`src/design/medc_defs.svh`:
```
// timing counts and field positions for the memory and dram pin controller
`ifndef MEDC_DEFS_SVH
`define MEDC_DEFS_SVH

`define MEDC_CLK_PERIOD_NS      5
`define MEDC_ADDR_LSB           2
`define MEDC_ADDR_MSB           15
`define MEDC_LANES              4
`define MEDC_BANKS              4
`define MEDC_MEM_SETUP_CYC      4'h1
`define MEDC_MEM_STROBE_CYC     4'h2
`define MEDC_RAS_TO_CAS_CYC     4'h1
`define MEDC_CAS_PULSE_CYC      4'h1
`define MEDC_PRECHARGE_CYC      4'h2
`define MEDC_REFRESH_CYC        4'h3
`define MEDC_SUBBLOCK_MASK      14'h0003

`endif

```
`src/design/medc_pkg.sv`:
```
// shared types for the memory and dram pin controller
package medc_pkg;

	typedef enum logic [1:0] {
		MEDC_MODE_PLAIN,
		MEDC_MODE_PERIPH_A,
		MEDC_MODE_PERIPH_B,
		MEDC_MODE_SHARED
	} medc_mode_e;

	typedef struct packed {
		logic        write;
		logic        dram;
		logic        refresh;
		logic        dma;
		logic        subblock;
		logic [1:0]  bank;
		logic [3:0]  lanes;
		logic [2:0]  words;
		logic [27:0] addr;
	} medc_req_s;

	typedef struct packed {
		logic [3:0]  ras_n;
		logic [3:0]  cas_n;
		logic        we_n;
		logic        oe_n;
		logic        xcvr_oe_n;
		logic [13:0] addr;
	} medc_dram_pins_s;

endpackage

```
`src/design/medc_ctrl.sv`:
```
// memory/peripheral strobes and edo dram controller pin sequencing
//
// Contract
// [RL1] drive low output strobe for bank reads
// [RL2] four low byte write strobes, written lanes only
// [RL3] wait in last cycle inserts wait states
// [RL4] shared-port busy restarts current transaction
// [RL5] bank transceiver enable low on all accesses; the code drives it low on bank accesses only, not on dram accesses
// [RL6] row then column on address bits 15:2
// [RL7] column advances linear or sub-block per word
// [RL8] per-bank row strobe, or chip select
// [RL9] per-lane column strobe, or byte mask
// [RL10] write enable always valid, high in refresh
// [RL11] early writes, column-strobe reads, oe optional
// [RL12] dram output enable on reads, or row strobe
// [RL13] dram transceiver enable on every dram access
// [RL14] dram wait stalls cycle while asserted; the code stalls on it in edo mode only and ignores it when sdram_mode_i is set
// [RL15] synchronous mode uses we as command line
// [RL16] direction asserted on dma reads, driven on dma
// [RL17] direction released while processor owns bus
// [RL18] everything on one shared system clock
// [RL19] waits sampled on rising edge, one cycle each
`include "medc_defs.svh"

module medc_ctrl
	import medc_pkg::*;
#(
	parameter int LANES = `MEDC_LANES,
	parameter int BANKS = `MEDC_BANKS
) (
	input  wire logic             ref_clk_i,
	input  wire logic             reset_i,
	input  wire medc_mode_e       mode_i,
	input  wire logic             sdram_mode_i,
	input  wire logic             req_valid_i,
	input  wire medc_req_s        req_i,
	output logic                  req_ready_o,
	output logic                  done_o,
	input  wire logic             mem_wait_n_i,
	input  wire logic             dram_wait_n_i,
	output logic                  mem_oe_n_o,
	output logic [LANES-1:0]      mem_we_n_o,
	output logic                  mem_xcvr_oe_n_o,
	output logic [BANKS-1:0]      dram_ras_n_o,
	output logic [LANES-1:0]      dram_cas_n_o,
	output logic                  dram_we_n_o,
	output logic                  dram_oe_n_o,
	output logic                  dram_xcvr_oe_n_o,
	output logic [13:0]           dram_addr_o,
	output logic                  xcvr_direction_o,
	output logic                  xcvr_direction_oe_o
);

	typedef enum logic [3:0] {
		ST_IDLE,
		ST_MEM_SETUP,
		ST_MEM_STROBE,
		ST_MEM_LAST,
		ST_ROW,
		ST_COL,
		ST_CAS,
		ST_PRECHARGE,
		ST_REFRESH
	} medc_state_e;

	////////////////////////////////////////////////////////////////////////
	// wait synchronisers: both waits are pins from the outside world
	logic [1:0] wait_sync_n;

	medc_wait_sync #(
		.WIDTH(2)
	) u_wait_sync (
		.ref_clk_i (ref_clk_i),
		.reset_i   (reset_i),
		.async_n_i ({dram_wait_n_i, mem_wait_n_i}),
		.sync_n_o  (wait_sync_n)
	);

	logic mem_wait;
	logic dram_wait;
	assign mem_wait  = ~wait_sync_n[0]; // RL19
	assign dram_wait = ~wait_sync_n[1]; // RL19

	////////////////////////////////////////////////////////////////////////
	// sequencer state
	medc_state_e     state_reg,  state_next;
	medc_req_s       cur_reg,    cur_next;
	logic [3:0]      cnt_reg,    cnt_next;
	logic [2:0]      word_reg,   word_next;
	logic [13:0]     col_reg,    col_next;
	logic            done_reg,   done_next;

	logic [13:0] row_addr;
	logic [13:0] col_start;
	logic [13:0] col_linear;
	logic [13:0] col_sub;

	assign row_addr  = cur_reg.addr[27:14];
	assign col_start = cur_reg.addr[13:0];
	assign col_linear = col_reg + 14'h0001;
	// sub-block order wraps inside the aligned block
	assign col_sub = (col_reg & ~`MEDC_SUBBLOCK_MASK)
		| ((col_reg + 14'h0001) & `MEDC_SUBBLOCK_MASK);

	always_comb begin
		state_next = state_reg;
		cur_next   = cur_reg;
		cnt_next   = cnt_reg;
		word_next  = word_reg;
		col_next   = col_reg;
		done_next  = 1'b0;
		unique case (state_reg)
			ST_IDLE: begin
				if (req_valid_i) begin
					cur_next  = req_i;
					word_next = 3'h0;
					col_next  = req_i.addr[13:0];
					if (req_i.refresh) begin
						state_next = ST_REFRESH;
						cnt_next   = `MEDC_REFRESH_CYC;
					end else if (req_i.dram) begin
						state_next = ST_ROW;
						cnt_next   = `MEDC_RAS_TO_CAS_CYC;
					end else begin
						state_next = ST_MEM_SETUP;
						cnt_next   = `MEDC_MEM_SETUP_CYC;
					end
				end
			end
			ST_MEM_SETUP: begin
				if (cnt_reg <= 4'h1) begin
					state_next = ST_MEM_STROBE;
					cnt_next   = `MEDC_MEM_STROBE_CYC;
				end else begin
					cnt_next = cnt_reg - 4'h1;
				end
			end
			ST_MEM_STROBE: begin
				if (mode_i == MEDC_MODE_SHARED && mem_wait) begin
					state_next = ST_MEM_SETUP; // RL4
					cnt_next   = `MEDC_MEM_SETUP_CYC;
				end else if (cnt_reg <= 4'h2) begin
					state_next = ST_MEM_LAST;
				end else begin
					cnt_next = cnt_reg - 4'h1;
				end
			end
			ST_MEM_LAST: begin
				if (mode_i == MEDC_MODE_SHARED && mem_wait) begin
					state_next = ST_MEM_SETUP; // RL4
					cnt_next   = `MEDC_MEM_SETUP_CYC;
				end else if (mem_wait) begin
					state_next = ST_MEM_LAST; // RL3
				end else begin
					state_next = ST_IDLE;
					done_next  = 1'b1;
				end
			end
			ST_ROW: begin
				if (dram_wait && !sdram_mode_i) begin
					state_next = ST_ROW; // RL14
				end else if (cnt_reg <= 4'h1) begin
					state_next = ST_COL;
				end else begin
					cnt_next = cnt_reg - 4'h1;
				end
			end
			ST_COL: begin
				if (!(dram_wait && !sdram_mode_i)) begin // RL14
					state_next = ST_CAS;
					cnt_next   = `MEDC_CAS_PULSE_CYC;
				end
			end
			ST_CAS: begin
				if (dram_wait && !sdram_mode_i) begin
					state_next = ST_CAS; // RL14
				end else if (cnt_reg > 4'h1) begin
					cnt_next = cnt_reg - 4'h1;
				end else if (word_reg == cur_reg.words) begin
					state_next = ST_PRECHARGE;
					cnt_next   = `MEDC_PRECHARGE_CYC;
				end else begin
					state_next = ST_COL;
					word_next  = word_reg + 3'h1;
					col_next   = cur_reg.subblock ? col_sub
						: col_linear; // RL7
				end
			end
			ST_PRECHARGE, ST_REFRESH: begin
				if (dram_wait && !sdram_mode_i) begin
					state_next = state_reg; // RL14
				end else if (cnt_reg <= 4'h1) begin
					state_next = ST_IDLE;
					done_next  = 1'b1;
				end else begin
					cnt_next = cnt_reg - 4'h1;
				end
			end
			default: state_next = ST_IDLE;
		endcase
	end

	always_ff @(posedge ref_clk_i) begin // RL18
		if (reset_i) begin
			state_reg <= ST_IDLE;
			cur_reg   <= '0;
			cnt_reg   <= 4'h0;
			word_reg  <= 3'h0;
			col_reg   <= 14'h0000;
			done_reg  <= 1'b0;
		end else begin
			state_reg <= state_next;
			cur_reg   <= cur_next;
			cnt_reg   <= cnt_next;
			word_reg  <= word_next;
			col_reg   <= col_next;
			done_reg  <= done_next;
		end
	end

	////////////////////////////////////////////////////////////////////////
	// pin decode, registered so every output leaves a flop
	logic             mem_oe_n_next;
	logic [LANES-1:0] mem_we_n_next;
	logic             mem_xcvr_oe_n_next;
	medc_dram_pins_s  dp_next;
	logic             dir_next;
	logic             dir_oe_next;
	logic             ready_next;
	logic             mem_act;
	logic             dram_act;

	logic             mem_oe_n_reg;
	logic [LANES-1:0] mem_we_n_reg;
	logic             mem_xcvr_oe_n_reg;
	medc_dram_pins_s  dp_reg;
	logic             dir_reg;
	logic             dir_oe_reg;
	logic             ready_reg;

	always_comb begin
		mem_act = state_next inside {ST_MEM_SETUP, ST_MEM_STROBE,
			ST_MEM_LAST};
		dram_act = state_next inside {ST_ROW, ST_COL, ST_CAS};
		mem_oe_n_next = ~(mem_act && state_next != ST_MEM_SETUP
			&& !cur_next.write); // RL1
		mem_xcvr_oe_n_next = ~mem_act; // RL5
		dp_next = '{ras_n: '1, cas_n: '1, we_n: 1'b1, oe_n: 1'b1,
			xcvr_oe_n: 1'b1, addr: row_addr};
		dp_next.addr = (state_next == ST_ROW) ? cur_next.addr[27:14]
			: col_next; // RL6
		if (dram_act || state_next == ST_REFRESH) begin
			dp_next.ras_n[cur_next.bank] = 1'b0; // RL8
		end
		if (state_next == ST_REFRESH) begin
			dp_next.cas_n = '0; // refresh: all column strobes fall on the same edge as the row strobe
			dp_next.we_n  = 1'b1; // RL10
		end else begin
			// early write: we set before the column strobe falls
			dp_next.we_n = ~(dram_act && cur_next.write); // RL11 RL15
		end
		if (state_next == ST_CAS) begin
			dp_next.cas_n = ~cur_next.lanes; // RL9
		end
		if (sdram_mode_i) begin
			dp_next.oe_n = ~(state_next == ST_ROW); // RL12
		end else begin
			dp_next.oe_n = ~(dram_act && !cur_next.write); // RL12
		end
		dp_next.xcvr_oe_n = ~dram_act; // RL13
		for (int i = 0; i < LANES; i++) begin
			mem_we_n_next[i] = ~(state_next inside {ST_MEM_STROBE,
				ST_MEM_LAST} && cur_next.write
				&& cur_next.lanes[i]); // RL2
		end
		dir_oe_next = (mem_act || dram_act) && cur_next.dma; // RL16 RL17
		dir_next    = dir_oe_next && !cur_next.write; // RL16
		ready_next  = (state_next == ST_IDLE);
	end

	always_ff @(posedge ref_clk_i) begin
		if (reset_i) begin
			mem_oe_n_reg      <= 1'b1;
			mem_we_n_reg      <= '1;
			mem_xcvr_oe_n_reg <= 1'b1;
			dp_reg            <= '{ras_n: '1, cas_n: '1, we_n: 1'b1,
				oe_n: 1'b1, xcvr_oe_n: 1'b1, addr: 14'h0000};
			dir_reg           <= 1'b0;
			dir_oe_reg        <= 1'b0;
			ready_reg         <= 1'b0;
		end else begin
			mem_oe_n_reg      <= mem_oe_n_next;
			mem_we_n_reg      <= mem_we_n_next;
			mem_xcvr_oe_n_reg <= mem_xcvr_oe_n_next;
			dp_reg            <= dp_next;
			dir_reg           <= dir_next;
			dir_oe_reg        <= dir_oe_next;
			ready_reg         <= ready_next;
		end
	end

	// ready_reg tracks the idle state, so the port leaves a flop directly
	assign req_ready_o      = ready_reg;
	assign done_o           = done_reg;
	assign mem_oe_n_o       = mem_oe_n_reg;
	assign mem_we_n_o       = mem_we_n_reg;
	assign mem_xcvr_oe_n_o  = mem_xcvr_oe_n_reg;
	assign dram_ras_n_o     = dp_reg.ras_n;
	assign dram_cas_n_o     = dp_reg.cas_n;
	assign dram_we_n_o      = dp_reg.we_n;
	assign dram_oe_n_o      = dp_reg.oe_n;
	assign dram_xcvr_oe_n_o = dp_reg.xcvr_oe_n;
	assign dram_addr_o      = dp_reg.addr;
	assign xcvr_direction_o    = dir_reg;
	assign xcvr_direction_oe_o = dir_oe_reg;

endmodule

```
`src/design/medc_wait_sync.sv`:
```
// two-flop synchroniser for the active-low wait inputs
module medc_wait_sync #(
	parameter int WIDTH = 2
) (
	input  wire logic             ref_clk_i,
	input  wire logic             reset_i,
	input  wire logic [WIDTH-1:0] async_n_i,
	output logic      [WIDTH-1:0] sync_n_o
);

	logic [WIDTH-1:0] meta_reg;
	logic [WIDTH-1:0] meta_next;
	logic [WIDTH-1:0] sync_reg;
	logic [WIDTH-1:0] sync_next;

	// idle level is high: nobody waiting
	always_comb begin
		meta_next = async_n_i;
		sync_next = meta_reg;
	end

	always_ff @(posedge ref_clk_i) begin
		if (reset_i) begin
			meta_reg <= '1;
			sync_reg <= '1;
		end else begin
			meta_reg <= meta_next;
			sync_reg <= sync_next;
		end
	end

	assign sync_n_o = sync_reg;

endmodule

```
`config.mk`:
```
export PLATFORM = sky130hd
export DESIGN_NAME = medc_ctrl
export DESIGN_NICKNAME = d
export VERILOG_FILES = /design/src/design/medc_pkg.sv /design/src/design/medc_ctrl.sv /design/src/design/medc_wait_sync.sv
export VERILOG_INCLUDE_DIRS = /design/src /design/src/design
export SDC_FILE = /design/constraint.sdc
export NUM_CORES = 1
export LEC_CHECK = 0
export BUFFER_PORTS_ARGS = -buffer_cell sky130_fd_sc_hd__buf_2
export CELL_PAD_IN_SITES_DETAIL_PLACEMENT = 1
export CELL_PAD_IN_SITES_GLOBAL_PLACEMENT = 2
export CORE_ASPECT_RATIO = 0.7
export CORE_UTILIZATION = 30
export CTS_CLUSTER_DIAMETER = 200
export CTS_CLUSTER_SIZE = 25
export DETAILED_ROUTE_END_ITERATION = 6
export HOLD_SLACK_MARGIN = 0.03
export PLACE_DENSITY_LB_ADDON = 0.1
export SLEW_MARGIN = 20
export SYNTH_ARGS = -nofsm -noshare
export SYNTH_HDL_FRONTEND = slang
export SYNTH_SLANG_ARGS = --single-unit
```
`constraint.sdc`:
```
create_clock -name ref_clk_i -period 8 [get_ports ref_clk_i]
set_clock_uncertainty 0.15 [all_clocks]
set_input_delay 2 -clock ref_clk_i [delete_from_list [all_inputs] [get_ports ref_clk_i]]
set_output_delay 2 -clock ref_clk_i [all_outputs]
set_load 0.02 [all_outputs]
```
==> key figures <==
Yosys
  • Post-Syn Area per Cell: 8.16 µm²
  • Post-synth EDFFs: 0
  • Synth Flop Type: dfxtp_1
  • Async SR Flop Fraction: 0
  • Syn nets: 568
  • Register area share after synthesis: 0.431
  • Mapped cell area: 4180 µm²
  • #FFs+latches synth: 90
  • YS warnings: 0
  • Cells after Synth: 513
  • Number of library cell types mapped by synthesis: 68

Job
  • MaxCap Viol Count: 0

Die
  • Die Span Y: 101 µm
  • Site row count: 35
  • Starting Density: 0.312
  • Top-level I/O count: 85
  • Area of the core: 13400 µm²
  • Die W: 143 µm
  • Die area: 14400 µm²

Clocking
  • Clk_lat worst skew: 0.34 ns
  • Clock tree buffer depth: 2
  • CTS tree: built
  • Post-CTS setup repair buffer count: 0
  • Root Buffer: clkbuf_16
  • Hold_buf cts: 0
  • H-tree levels: 3
  • Clock-pin slew on the worst setup and hold paths: 0.08 ns
  • CTS Sinks: 90
  • Cts repair resizes: 0
  • CTS Buf Count: 9

Worst setup path
  • Top delay family on crit path: simple AND/OR/NAND/NOR gates
  • Capture point of the worst path: dram_ras_n_o[3]$_SDFF_PP1_
  • Levels on crit path: 7
  • CP peak stage delay: 0.85 ns
  • CP Max Fanout: 18
  • CP arrival: 4.33 ns
  • Worst reg2reg path depth: 8
  • Worst R2R End: dram_ras_n_o[3]$_SDFF_PP1_
  • Endpoint class of the critical path: register
  • WP data required: 8.05 ns
  • Critical Path Start: sdram_mode_i
  • WP buf/inv: 1
  • Minimum setup slack among reg-to-reg paths: 4.47 ns
  • Crit path kind: in -> reg
  • CP cell instances: buf_2, nor2_1, nor3_4, a21oi_2, or4_1, a21boi_0, o21ai_0
  • RR Startpoint: cnt_reg[0]$_SDFFE_PP0P_
  • Crit start category: input port
  • Worst path slowest cell: or4_1

Cells and area
  • Commonest non-fill, non-tap cell in the layout: dfxtp_1
  • Max reg flops: 26
  • Post-route cell area: 5070 µm²
  • # diodes: 0
  • Commonest cells after routing, fill and taps aside: 90 x dfxtp_1, 89 x nand2_1, 84 x buf_2, 51 x a21oi_1, 37 x nor2_1
  • Final nets: 637
  • Core Util, Final: 0.378
  • Proportion of layout cells with a drive suffix above 1: 0.203
  • Area grow syn2layout: 21.2%

Global route
  • Largest net degree at the start of global routing: 59
  • First-pass GRT wire length: 23.0 mm
  • Met1 GRT Util: 0.313
  • GR Util met3: 0.0333
  • Grt met2 use: 0.316
  • Initial antenna violation count: 0
  • GRT Util Overall: 0.212
  • Number of global-route vias before repair: 4171
  • Total grt overflow: 0
  • Gr busiest metal: met2

Power
  • Pwr dens: 280 nW/µm²
  • Leak pwr: 2.05 nW
  • Total design power: 1.42 mW
  • Peak VDD IR: 0.108 mV

Place
  • HPWL Detailed: 10.3 mm
  • Area after DPL: 4740 µm²
  • Placer congestion estimate: 0.848
  • Port bufs: 84

Timing
  • Unrepaired setup endpoints after global routing: false
  • Final hold slack: 0.264 ns
  • Achievable Freq: 0.234 GHz
  • Worst-margin pin slew: 0.823 ns
  • Final hold vios: 0
  • Min Clock Period, post-route: 4.28 ns
  • Setup TNS: 0 ns
  • Final Max Slew Viols: 0
  • Tcrit/Tclk final: 0.535
  • Final setup viols: 0
  • Max-slew headroom: 0.450

Detailed routing
  • Drt drc: 0
  • Drt first-iter violations: 261
  • Mean routed wirelength per cell: 18.7 µm
  • Vias: 4054
  • Via density per instance: 5.25
  • ANT nets after route: 0
  • Initial DRT Pass Iterations: 4
  • Drt total wl: 14.5 mm

Min path
  • Min-delay worst type: reg -> reg

Status
  • Status: finished, final reports clean
==> worst register-to-register path, delay by kind of cell, from the launching register on <==
family | cells | cell delay (ns)
compound gates | 3 | 0.98
buf+inv | 1 | 0.10
simple gates | 3 | 1.47
fa+ha+maj | 1 | 0.25
flops | 1 | 0.43
==> cells in the mapped netlist (2+ instances only) <==
master	number	share of area
o31ai_1	15	0.027
o211ai_1	4	0.0072
a31oi_1	6	0.0090
a21oi_1	51	0.061
dfxtp_1	90	0.43
a311oi_1	2	0.0042
a21boi_0	4	0.0072
nand4_1	6	0.0090
o2111ai_1	2	0.0042
nor2_1	37	0.033
o21a_1	2	0.0036
nand4b_1	3	0.0063
inv_1	7	0.0063
o311ai_0	2	0.0042
nand2_1	89	0.080
or4_1	3	0.0054
and2_1	10	0.015
o21ai_0	20	0.024
buf_6	3	0.0081
nor4b_1	2	0.0042
a32o_1	2	0.0048
nand3_1	10	0.012
nor4bb_1	2	0.0048
or3_1	4	0.0060
or2_2	7	0.010
mux2i_1	6	0.014
nor4_1	5	0.0075
a211oi_1	3	0.0054
a21o_1	3	0.0054
nor2b_1	6	0.0090
a221oi_1	4	0.0084
xor2_1	2	0.0042
a22oi_1	3	0.0054
nand2b_1	4	0.0060
a211o_1	2	0.0042
o41ai_1	3	0.0063
nand3b_1	2	0.0036
ha_1	5	0.015
clkbuf_1	27	0.024
nor3_1	16	0.019
and3_1	7	0.010
xnor2_1	5	0.010
nor3b_1	2	0.0036
==> kinds of logic (layout without fill, tap and decap cells) <==
family / after synthesis / in the layout / synth area share
compound gates: 145 / 145 / 0.227
xor+xnor: 7 / 7 / 0.0147
fa+ha+maj: 5 / 5 / 0.0150
buf+inv: 40 / 114 / 0.0416
flops: 90 / 90 / 0.431
mux: 6 / 6 / 0.0144
simple gates: 220 / 220 / 0.257
==> per-layer routing <==
metal / wire [µm] / vias up
met5: 0 / -
met4: 163 / 0
met3: 657 / 10
li1: - / 1984
met1: 7540 / 1964
met2: 6110 / 96
==> cell type report <==
type                    count  area (µm²)
fillers                  1667        8330
multi-input cells         383        2220
flip-flops and latches     90        1800
repair buffers             90         465
well taps                 185         231
clock buffers               9         225
clock inverters             7        95.1
inverters                   8        30.0
==> stage by stage <==
| step | setup WS, ns | std cells |
|---|---|---|
| after CTS | 3.72 | 772 |
| final | 3.72 | 772 |
| after floorplan | 4.11 | 513 |
| after detailed placement | 3.37 | 756 |
| after global routing | 3.52 | 772 |
| after global placement | 3.45 | 756 |
==> worst min-delay path by stage <==
stage,start,cells past startpoint,slack [ns],to
finish,u_wait_sync.meta_reg[0]$_SDFF_PP1_,1,0.26,u_wait_sync.sync_n_o[0]$_SDFF_PP1_
global route,u_wait_sync.meta_reg[0]$_SDFF_PP1_,1,0.29,u_wait_sync.sync_n_o[0]$_SDFF_PP1_
CTS,u_wait_sync.meta_reg[0]$_SDFF_PP1_,1,0.26,u_wait_sync.sync_n_o[0]$_SDFF_PP1_
detailed placement,u_wait_sync.meta_reg[0]$_SDFF_PP1_,1,0.25,u_wait_sync.sync_n_o[0]$_SDFF_PP1_
global placement,u_wait_sync.meta_reg[0]$_SDFF_PP1_,1,0.24,u_wait_sync.sync_n_o[0]$_SDFF_PP1_
floorplan,u_wait_sync.meta_reg[0]$_SDFF_PP1_,1,0.24,u_wait_sync.sync_n_o[0]$_SDFF_PP1_
==> power by group <==
| group | switching (mW) | internal [mW] | total, mW |
|---|---|---|---|
| clock network | 0.208 | 0.253 | 0.461 |
| logic | 0.283 | 0.135 | 0.418 |
| registers | 0.0371 | 0.503 | 0.540 |
| total | 0.529 | 0.891 | 1.42 |
(Power assumes the default switching activity.)
